`src/inc/lmcfg_defines.vh`:
```
`ifndef LMCFG_DEFINES_VH
`define LMCFG_DEFINES_VH

// serial command identifiers
`define LMCFG_CMD_WR_PRIMARY 16'haa00
`define LMCFG_CMD_WR_TIMING 16'haa01
`define LMCFG_CMD_RD_PRIMARY 16'haa60
`define LMCFG_CMD_RD_TIMING 16'haa61

// register width, reset values and writable-bit masks
`define LMCFG_REG_W 48
`define LMCFG_PRIMARY_RESET 48'h1000_700f_0107
`define LMCFG_PRIMARY_WMASK 48'hcff8_f8ff_f11f
`define LMCFG_TIMING_RESET 48'h00e0_0094_a400
`define LMCFG_TIMING_WMASK 48'h7fff_ffff_ffff

// primary register fields
`define LMCFG_CHIP_LO 0
`define LMCFG_CHIP_HI 4
`define LMCFG_PDC_BIT 8
`define LMCFG_PS_BIT 12
`define LMCFG_PSP_LO 13
`define LMCFG_PSP_HI 14
`define LMCFG_OLR_BIT 15
`define LMCFG_SCAN_LO 16
`define LMCFG_SCAN_HI 20
`define LMCFG_SUBP_LO 21
`define LMCFG_SUBP_HI 23
`define LMCFG_RANGE_BIT 27
`define LMCFG_MUL_LO 28
`define LMCFG_MUL_HI 31
`define LMCFG_DLY_R_LO 35
`define LMCFG_DLY_W 3
`define LMCFG_MOD_LO 46
`define LMCFG_MOD_HI 47

// timing register fields
`define LMCFG_SEG_LO 0
`define LMCFG_SEG_HI 9
`define LMCFG_SWT_LO 37
`define LMCFG_SWT_HI 40
`define LMCFG_BLK_LO 41
`define LMCFG_BLK_HI 46

// decode constants
`define LMCFG_SEG_MIN_CODE 10'h07f
`define LMCFG_SEG_DEFAULT 11'h080
`define LMCFG_SWT_FIRST 9'h02d
`define LMCFG_SWT_STEP 9'h01e
`define LMCFG_SUBP_STEP 8'h10
`define LMCFG_SCAN_SINGLE_MAX 6'h10
`define LMCFG_MOD_SINGLE 2'h1
`define LMCFG_MOD_TRIPLE 2'h3
`define LMCFG_STACK_ONE 2'h1
`define LMCFG_STACK_TWO 2'h2
`define LMCFG_STACK_THREE 2'h3
`define LMCFG_PSP_OFF 2'h0
`define LMCFG_PSP_HIGH 2'h1
`define LMCFG_PSP_MID 2'h2
`define LMCFG_PSP_SEL_OFF 3'h0
`define LMCFG_PSP_SEL_HIGH 3'h4
`define LMCFG_PSP_SEL_MID 3'h2
`define LMCFG_PSP_SEL_LOW 3'h1
`define LMCFG_GRP_COUNT 3

// decoded output reset values, the meaning of the register reset words
`define LMCFG_DEV_COUNT_RESET 6'h08
`define LMCFG_PDC_RESET 1'h1
`define LMCFG_SCAN_COUNT_RESET 6'h10
`define LMCFG_MUL_RATIO_RESET 5'h08
`define LMCFG_SWT_RESET 9'h0f0
`define LMCFG_GRP_DLY_RESET 9'h000

`endif

```
`src/hw/lmcfg_top.v`:
```
// Notes on behaviour
// - bits 4-0 hold chained device count minus one, reset code seven
// - bit 8 enables pre-discharge, reset enabled
// - bit 12 enables power saving, reset disabled
// - bits 14-13 power-saving-plus: off, high, middle, low level; reset off
// - bit 15 enables open-load removal, reset disabled
// - bits 20-16 hold scan line count minus one, reset sixteen lines
// - bits 23-21 give sub-periods as sixteen times code plus one
// - bit 27 picks low or high multiplier range, reset low
// - bits 31-28 give grayscale clock ratio code plus one, reset eight
// - bits 37-35 delay red group 0 to 7 clocks, forward mode only
// - bits 40-38 delay green group 0 to 7 clocks, forward mode only
// - bits 43-41 delay blue group 0 to 7 clocks, forward mode only
// - bits 47-46 give stack size; single mode needs sixteen lines or fewer
// - timing bits 9-0 give segment clocks 128 to 1024, others give 128
// - timing bits 40-37 give line switch: zero is 45, else multiples of 30
// - timing bits 46-41 give black field adjust 0 to 63 clocks
`timescale 1ns/1ps
`include "lmcfg_defines.vh"

module lmcfg_top
(
    input wire ref_clk,
    input wire nrst,
    input wire cmd_valid,
    input wire [15:0] cmd_id,
    input wire [47:0] cmd_data,
    output reg rd_valid_reg,
    output reg [47:0] rd_data_reg,
    output reg [47:0] common_config_primary_reg,
    output reg [47:0] common_config_timing_reg,
    output reg [5:0] device_count_reg,
    output reg predischarge_enable_reg,
    output reg power_saving_enable_reg,
    output reg [1:0] power_saving_plus_level_reg,
    output reg [2:0] power_saving_plus_sel_reg,
    output reg open_load_removal_enable_reg,
    output reg [5:0] scan_line_count_reg,
    output reg [7:0] subperiod_count_reg,
    output reg multiplier_range_select_reg,
    output reg [4:0] multiplier_ratio_reg,
    output reg [8:0] group_delay_reg,
    output reg [1:0] module_stack_size_reg,
    output reg stack_config_error_reg,
    output reg [10:0] segment_clock_count_reg,
    output reg [8:0] line_switch_interval_reg,
    output reg [5:0] black_field_adjust_reg
);

    // five-bit count codes mean code plus one
    function [5:0] lmcfg_count_of;
        input [4:0] code;
        begin
            lmcfg_count_of = {1'h0, code} + 6'h01;
        end
    endfunction

    // a command counts only while the port flags it present
    function lmcfg_cmd_hit;
        input valid;
        input [15:0] id;
        input [15:0] expected;
        begin
            lmcfg_cmd_hit = valid && (id == expected);
        end
    endfunction

    reg [47:0] primary_next;
    reg [47:0] timing_next;
    reg [1:0] stack_next;
    reg [2:0] psp_sel_next;
    wire [10:0] seg_dec;
    wire [8:0] swt_dec;
    wire [5:0] blk_dec;
    wire [1:0] mod_code;
    wire [1:0] psp_code;
    wire [5:0] scan_count;
    wire wr_primary;
    wire wr_timing;
    wire rd_primary;
    wire rd_timing;
    wire [8:0] group_delay_next;

    assign mod_code = common_config_primary_reg[`LMCFG_MOD_HI:`LMCFG_MOD_LO];
    assign psp_code = common_config_primary_reg[`LMCFG_PSP_HI:`LMCFG_PSP_LO];
    assign scan_count = lmcfg_count_of(
        common_config_primary_reg[`LMCFG_SCAN_HI:`LMCFG_SCAN_LO]);

    // command decode shared by the write merge and the read-back
    assign wr_primary = lmcfg_cmd_hit(cmd_valid, cmd_id, `LMCFG_CMD_WR_PRIMARY);
    assign wr_timing = lmcfg_cmd_hit(cmd_valid, cmd_id, `LMCFG_CMD_WR_TIMING);
    assign rd_primary = lmcfg_cmd_hit(cmd_valid, cmd_id, `LMCFG_CMD_RD_PRIMARY);
    assign rd_timing = lmcfg_cmd_hit(cmd_valid, cmd_id, `LMCFG_CMD_RD_TIMING);

    lmcfg_timing_decode u_timing_decode
    (
        .timing_cfg(common_config_timing_reg),
        .segment_clocks(seg_dec),
        .switch_clocks(swt_dec),
        .black_clocks(blk_dec)
    );

    // merge a full-word write; reserved bits keep their fixed reset values
    // so a careless host cannot disturb them and reads stay predictable
    always @*
    begin
        primary_next = common_config_primary_reg;
        timing_next = common_config_timing_reg;
        if (wr_primary)
            primary_next = (cmd_data & `LMCFG_PRIMARY_WMASK)
                | (`LMCFG_PRIMARY_RESET & ~`LMCFG_PRIMARY_WMASK);
        if (wr_timing)
            timing_next = (cmd_data & `LMCFG_TIMING_WMASK)
                | (`LMCFG_TIMING_RESET & ~`LMCFG_TIMING_WMASK);
    end

    // stacking size and power-saving-plus level decode
    always @*
    begin
        case (mod_code)
            `LMCFG_MOD_SINGLE: stack_next = `LMCFG_STACK_ONE;
            `LMCFG_MOD_TRIPLE: stack_next = `LMCFG_STACK_THREE;
            default: stack_next = `LMCFG_STACK_TWO;
        endcase
        // one-hot: bit 2 high saving, bit 1 middle, bit 0 low
        case (psp_code)
            `LMCFG_PSP_OFF: psp_sel_next = `LMCFG_PSP_SEL_OFF;
            `LMCFG_PSP_HIGH: psp_sel_next = `LMCFG_PSP_SEL_HIGH;
            `LMCFG_PSP_MID: psp_sel_next = `LMCFG_PSP_SEL_MID;
            default: psp_sel_next = `LMCFG_PSP_SEL_LOW;
        endcase
    end

    // register storage and read-back over the serial command ids
    always @(posedge ref_clk or negedge nrst)
    begin
        if (!nrst)
        begin
            common_config_primary_reg <= `LMCFG_PRIMARY_RESET;
            common_config_timing_reg <= `LMCFG_TIMING_RESET;
            rd_valid_reg <= 1'h0;
            rd_data_reg <= 48'h0000_0000_0000;
        end
        else
        begin
            common_config_primary_reg <= primary_next;
            common_config_timing_reg <= timing_next;
            // only the documented ids reach the registers; others are ignored
            rd_valid_reg <= rd_primary || rd_timing;
            // a read beside a write returns the old word, the merge lands later
            if (rd_primary)
                rd_data_reg <= common_config_primary_reg;
            else if (rd_timing)
                rd_data_reg <= common_config_timing_reg;
        end
    end

    // decoded settings, one cycle behind the stored registers
    always @(posedge ref_clk or negedge nrst)
    begin
        if (!nrst)
        begin
            device_count_reg <= `LMCFG_DEV_COUNT_RESET;
            predischarge_enable_reg <= `LMCFG_PDC_RESET;
            power_saving_enable_reg <= 1'h0;
            power_saving_plus_level_reg <= `LMCFG_PSP_OFF;
            power_saving_plus_sel_reg <= `LMCFG_PSP_SEL_OFF;
            open_load_removal_enable_reg <= 1'h0;
            scan_line_count_reg <= `LMCFG_SCAN_COUNT_RESET;
            subperiod_count_reg <= `LMCFG_SUBP_STEP;
            multiplier_range_select_reg <= 1'h0;
            multiplier_ratio_reg <= `LMCFG_MUL_RATIO_RESET;
            module_stack_size_reg <= `LMCFG_STACK_TWO;
            stack_config_error_reg <= 1'h0;
            segment_clock_count_reg <= `LMCFG_SEG_DEFAULT;
            line_switch_interval_reg <= `LMCFG_SWT_RESET;
            black_field_adjust_reg <= 6'h00;
        end
        else
        begin
            device_count_reg <= lmcfg_count_of(
                common_config_primary_reg[`LMCFG_CHIP_HI:`LMCFG_CHIP_LO]);
            predischarge_enable_reg <= common_config_primary_reg[`LMCFG_PDC_BIT];
            power_saving_enable_reg <= common_config_primary_reg[`LMCFG_PS_BIT];
            power_saving_plus_level_reg <= psp_code;
            power_saving_plus_sel_reg <= psp_sel_next;
            open_load_removal_enable_reg <= common_config_primary_reg[`LMCFG_OLR_BIT];
            scan_line_count_reg <= scan_count;
            subperiod_count_reg <= ({5'h00,
                common_config_primary_reg[`LMCFG_SUBP_HI:`LMCFG_SUBP_LO]} + 8'h01)
                * `LMCFG_SUBP_STEP;
            multiplier_range_select_reg <= common_config_primary_reg[`LMCFG_RANGE_BIT];
            multiplier_ratio_reg <= {1'h0,
                common_config_primary_reg[`LMCFG_MUL_HI:`LMCFG_MUL_LO]} + 5'h01;
            module_stack_size_reg <= stack_next;
            // the host owns the line limit; we only flag a violation
            stack_config_error_reg <= (mod_code == `LMCFG_MOD_SINGLE)
                && (scan_count > `LMCFG_SCAN_SINGLE_MAX);
            segment_clock_count_reg <= seg_dec;
            line_switch_interval_reg <= swt_dec;
            black_field_adjust_reg <= blk_dec;
        end
    end

    // three colour group delays: red, green, blue, adjacent 3-bit fields
    // the pwm engine applies them only in forward mode, so no gating here
    genvar gi;
    generate
        for (gi = 0; gi < `LMCFG_GRP_COUNT; gi = gi + 1)
        begin : g_delay
            assign group_delay_next[gi*`LMCFG_DLY_W +: `LMCFG_DLY_W] =
                common_config_primary_reg[`LMCFG_DLY_R_LO + gi*`LMCFG_DLY_W
                +: `LMCFG_DLY_W];
        end
    endgenerate

    // one process for all three fields keeps the register single-driven
    always @(posedge ref_clk or negedge nrst)
    begin
        if (!nrst)
            group_delay_reg <= `LMCFG_GRP_DLY_RESET;
        else
            group_delay_reg <= group_delay_next;
    end

endmodule

```
`src/hw/lmcfg_timing_decode.v`:
```
`timescale 1ns/1ps
`include "lmcfg_defines.vh"

module lmcfg_timing_decode
(
    input wire [47:0] timing_cfg,
    output reg [10:0] segment_clocks,
    output reg [8:0] switch_clocks,
    output reg [5:0] black_clocks
);

    reg [9:0] seg_code;
    reg [3:0] swt_code;

    // segment length, interval between lines, black field adjust
    always @*
    begin
        seg_code = timing_cfg[`LMCFG_SEG_HI:`LMCFG_SEG_LO];
        swt_code = timing_cfg[`LMCFG_SWT_HI:`LMCFG_SWT_LO];
        // codes below the minimum are unlisted and fall back to the default
        if (seg_code >= `LMCFG_SEG_MIN_CODE)
            segment_clocks = {1'h0, seg_code} + 11'h001;
        else
            segment_clocks = `LMCFG_SEG_DEFAULT;
        // code zero is a special short interval, others step by thirty
        if (swt_code == 4'h0)
            switch_clocks = `LMCFG_SWT_FIRST;
        else
            switch_clocks = ({5'h00, swt_code} + 9'h001) * `LMCFG_SWT_STEP;
        black_clocks = timing_cfg[`LMCFG_BLK_HI:`LMCFG_BLK_LO];
    end

endmodule

```
`config.mk`:
```
export PLATFORM = sky130hd
export DESIGN_NAME = lmcfg_top
export DESIGN_NICKNAME = d
export VERILOG_FILES = /design/src/hw/lmcfg_top.v /design/src/hw/lmcfg_timing_decode.v
export VERILOG_INCLUDE_DIRS = /design/src /design/src/inc
export SDC_FILE = /design/constraint.sdc
export NUM_CORES = 1
export LEC_CHECK = 0
export ABC_AREA = 1
export BUFFER_PORTS_ARGS = -buffer_cell sky130_fd_sc_hd__clkbuf_2
export CORE_MARGIN = 3
export CORE_UTILIZATION = 30
export DETAILED_ROUTE_END_ITERATION = 6
export PLACE_DENSITY = 0.63
export REMOVE_ABC_BUFFERS = 1
export SETUP_SLACK_MARGIN = 0.15
export SLEW_MARGIN = 10
export SYNTH_ARGS = -nofsm -noshare
export SYNTH_HDL_FRONTEND = slang
export SYNTH_HIERARCHICAL = 1
export SYNTH_SLANG_ARGS = --single-unit
```
`constraint.sdc`:
```
create_clock -name ref_clk -period 3.85 [get_ports ref_clk]
set_input_delay 0.385 -clock ref_clk [delete_from_list [all_inputs] [get_ports ref_clk]]
set_output_delay 0.385 -clock ref_clk [all_outputs]
set_load 0.03 [all_outputs]
```
==> flow_summary_export.csv <==
group,metric,value,unit
setup_path,cp_max_fo,9,
routing,vias_per_cell,4.33,
worst_hold_path,hp-class,"primary input to asynchronous set/reset pin",
timing,setup_ws,0.875,ns
clocking,clk_path_buf_depth,2,
synthesis,syn_area,0.00879,mm²
floorplan,rows,62,
global_route,antenna_found_initial,0,
timing,grt_setup_unrepaired,"false",
synthesis,syn_inst,977,
routing,wl_per_cell,14.9,µm
routing,drtIter0Drc,363,
cells_and_area,stdcell_area,0.0109,mm²
run,maxCapViolations,0,
placed_design,dp_cells,1588,
timing,fin_worst_skew,0.0110,ns
cells_and_area,postLayoutCoreUtil,0.380,
timing,finalCritPeriodShare,0.773,
clocking,clock_latency,0.44,ns
routing,vias,7009,
synthesis,ys.flop_type,"dfrtp_1",
clocking,cts_hold_buf,0,
setup_path,path_buf_inv,4,
placed_design,gp_congestion,0.821,
synthesis,synth_seq_cells,198,
synthesis,async_flop_share,1.00,
timing,hold_viol,0,
clocking,path_clk_slew,0.08,ns
floorplan,initial_core_util,0.305,
global_route,grt_pass1_vias,7019,
routing,routed_wl,24.1,mm
global_route,grt_pass1_wl,38.3,mm
setup_path,crit_slowest_cell,"dfstp_2",
placed_design,post-dp-hpwl,17.1,mm
timing,setup_viol,0,
setup_path,critical_path_class,"flip-flop to flip-flop",
timing,clock.fmax,336,MHz
global_route,grt.total_usage,0.156,
setup_path,cp_top_family,"adder cells",
cells_and_area,diodes,0,
synthesis,syn_avg_cell_area,9.00,µm²
floorplan,die_y,177,µm
power,total_power,3.97,mW
placed_design,post-place-ws,0.901,ns
setup_path,cp-end-kind,"flip-flop",
synthesis,yosys_warnings,6,
cells_and_area,area_growth,24.3,%
timing,fin_hold_ws,0.0909,ns
power,power_leakage,6.00,nW
clocking,cts_made_buffers,17,
setup_path,worst_path_largest_cell_delay,0.63,ns
floorplan,die_w,177,µm
floorplan,die-area,0.0314,mm²
routing,drc,0,
setup_path,arrival,3.35,ns
clocking,cts_tree,"done",
clocking,cts-resized-gates,0,
setup_path,crit_chain,"inv_1 > ha_1 > inv_1 > nand2_1 > nand2_1 > ha_1 > ha_1 > inv_1 > nand2_1 > nand2_2 > fa_1 > inv_1 > nand3_1 > nand2_1 > nand2_1 > nor3b_2",
timing,tns,0,ns
power,power.density,363,mW/mm²
cells_and_area,fin_nets,1310,
placed_design,placed_area,0.0104,mm²
timing,fin_crit,2.97,ns
power,vdd_drop_max,0.281,mV
global_route,grt_overflow,0,
synthesis,synth_edf_count,0,
global_route,grt_start_max_net_pins,119,
floorplan,coreArea,0.0288,mm²
synthesis,yosysSeqAreaShare,0.568,
outcome,status,"finished clean",
timing,maxSlewHeadroom,0.360,
setup_path,cpMostUsedCell,"nand2_1",
placed_design,io_buffers,264,
synthesis,ys_types,34,
cells_and_area,layout-drive-gt1-share,0.299,
setup_path,worstPathRequired,4.22,ns
timing,tightest_slew,0.960,ns
floorplan,io_pins,284,
setup_path,critPathLaunchType,"flip-flop",
clocking,cts_root_buf,"clkbuf_16",
clocking,htree_levels,4,
cells_and_area,layoutNonFillerInstCount,1620,
routing,dr.pass1.iters,4,
clocking,cts_setup_buffers,0,
routing,drtAntennaViolNets,0,
clocking,clkSinkCount,198,
timing,slew_violations,0,
cells_and_area,largest_reg_flops,48,
-- power by group --
part	total, mW	internal, mW	switching (mW)
registers	2.08	2.08	0.000477
logic	0.141	0.0352	0.106
clock network	1.75	0.931	0.815
-- logic make-up (layout without fill, tap and decap cells) --
group | count (synthesis) | in the layout | synth area share
AND/OR/NAND/NOR | 408 | 408 | 0.211
XOR/XNOR | 13 | 13 | 0.0138
AO/OA/AOI/OAI | 104 | 104 | 0.0592
flip-flops | 198 | 198 | 0.568
other | 2 | 19 | 0.000854
buffers and inverters | 232 | 474 | 0.117
adder cells (fa/ha/maj) | 20 | 20 | 0.0302
-- layout by cell type (no fill, tap or decap), drive strengths merged --
cell type	count
dfstp	31
nand3b	1
conb	19
dfrtp	167
clkinv	5
a21oi	6
nand2	272
nand3	57
o21ai	98
clkbuf	286
clkinvlp	2
xor2	11
bufinv	1
nor3b	1
ha	18
nor3	5
and2	1
buf	10
xnor2	2
fa	2
nand4	36
inv	170
nor2	35
-- path summary, 6_finish.rpt --
check | from | endpoint | slack, ns | cells past startpoint
min reg2reg | common_config_primary_reg[8] | predischarge_enable_reg | 0.39 | 0
max | common_config_timing_reg[37] | line_switch_interval_reg[7] | 0.88 | 16
max reg2reg | common_config_timing_reg[37] | line_switch_interval_reg[7] | 0.88 | 16
min in group ref_clk | cmd_data[10] | common_config_timing_reg[10] | 0.13 | 3
max in group asynchronous | nrst | common_config_timing_reg[15] | 2.78 | 2
min | nrst | device_count_reg[1] | 0.09 | 1
-- layout make-up --
type,instances,area [µm²]
tap,384,480
fill,2917,17900
timing repair buffer,274,1410
inverter,168,633
clock inverter,10,95.1
clock buffer,22,464
multi-input combinational,564,2850
sequential,198,4990
-- synthesized netlist by cell type (2+ instances only) --
| cell | count | area [µm²] |
|---|---|---|
| nor2_1 | 24 | 90.1 |
| nand2_1 | 268 | 1010 |
| nand2_2 | 3 | 18.8 |
| ha_1 | 18 | 225 |
| nor2_2 | 7 | 43.8 |
| nand3_2 | 6 | 60.1 |
| a21oi_1 | 6 | 30.0 |
| nor3_2 | 2 | 20.0 |
| nand4_1 | 36 | 225 |
| nand3_1 | 49 | 245 |
| nor2_4 | 4 | 45.0 |
| o21ai_0 | 10 | 50.1 |
| nand3_4 | 2 | 35.0 |
| fa_1 | 2 | 40.0 |
| o21ai_1 | 88 | 440 |
| buf_4 | 30 | 225 |
| buf_2 | 17 | 85.1 |
| dfrtp_1 | 167 | 4180 |
| clkbuf_1 | 14 | 52.6 |
| nor3_1 | 2 | 10.0 |
| xor2_1 | 10 | 87.6 |
| buf_6 | 3 | 33.8 |
| inv_2 | 5 | 18.8 |
| conb_1 | 2 | 7.51 |
| dfstp_2 | 31 | 815 |
| xnor2_1 | 2 | 17.5 |
| inv_1 | 162 | 608 |
-- metal layers --
metal / track usage / routed length (µm) / up-vias
met5: 0 / 0 / -
met4: 0.0534 / 523 / 0
met3: 0.0390 / 1460 / 33
met2: 0.260 / 11600 / 207
met1: 0.198 / 10500 / 3291
li1: - / - / 3478
Power figures use the tool's default switching activity.
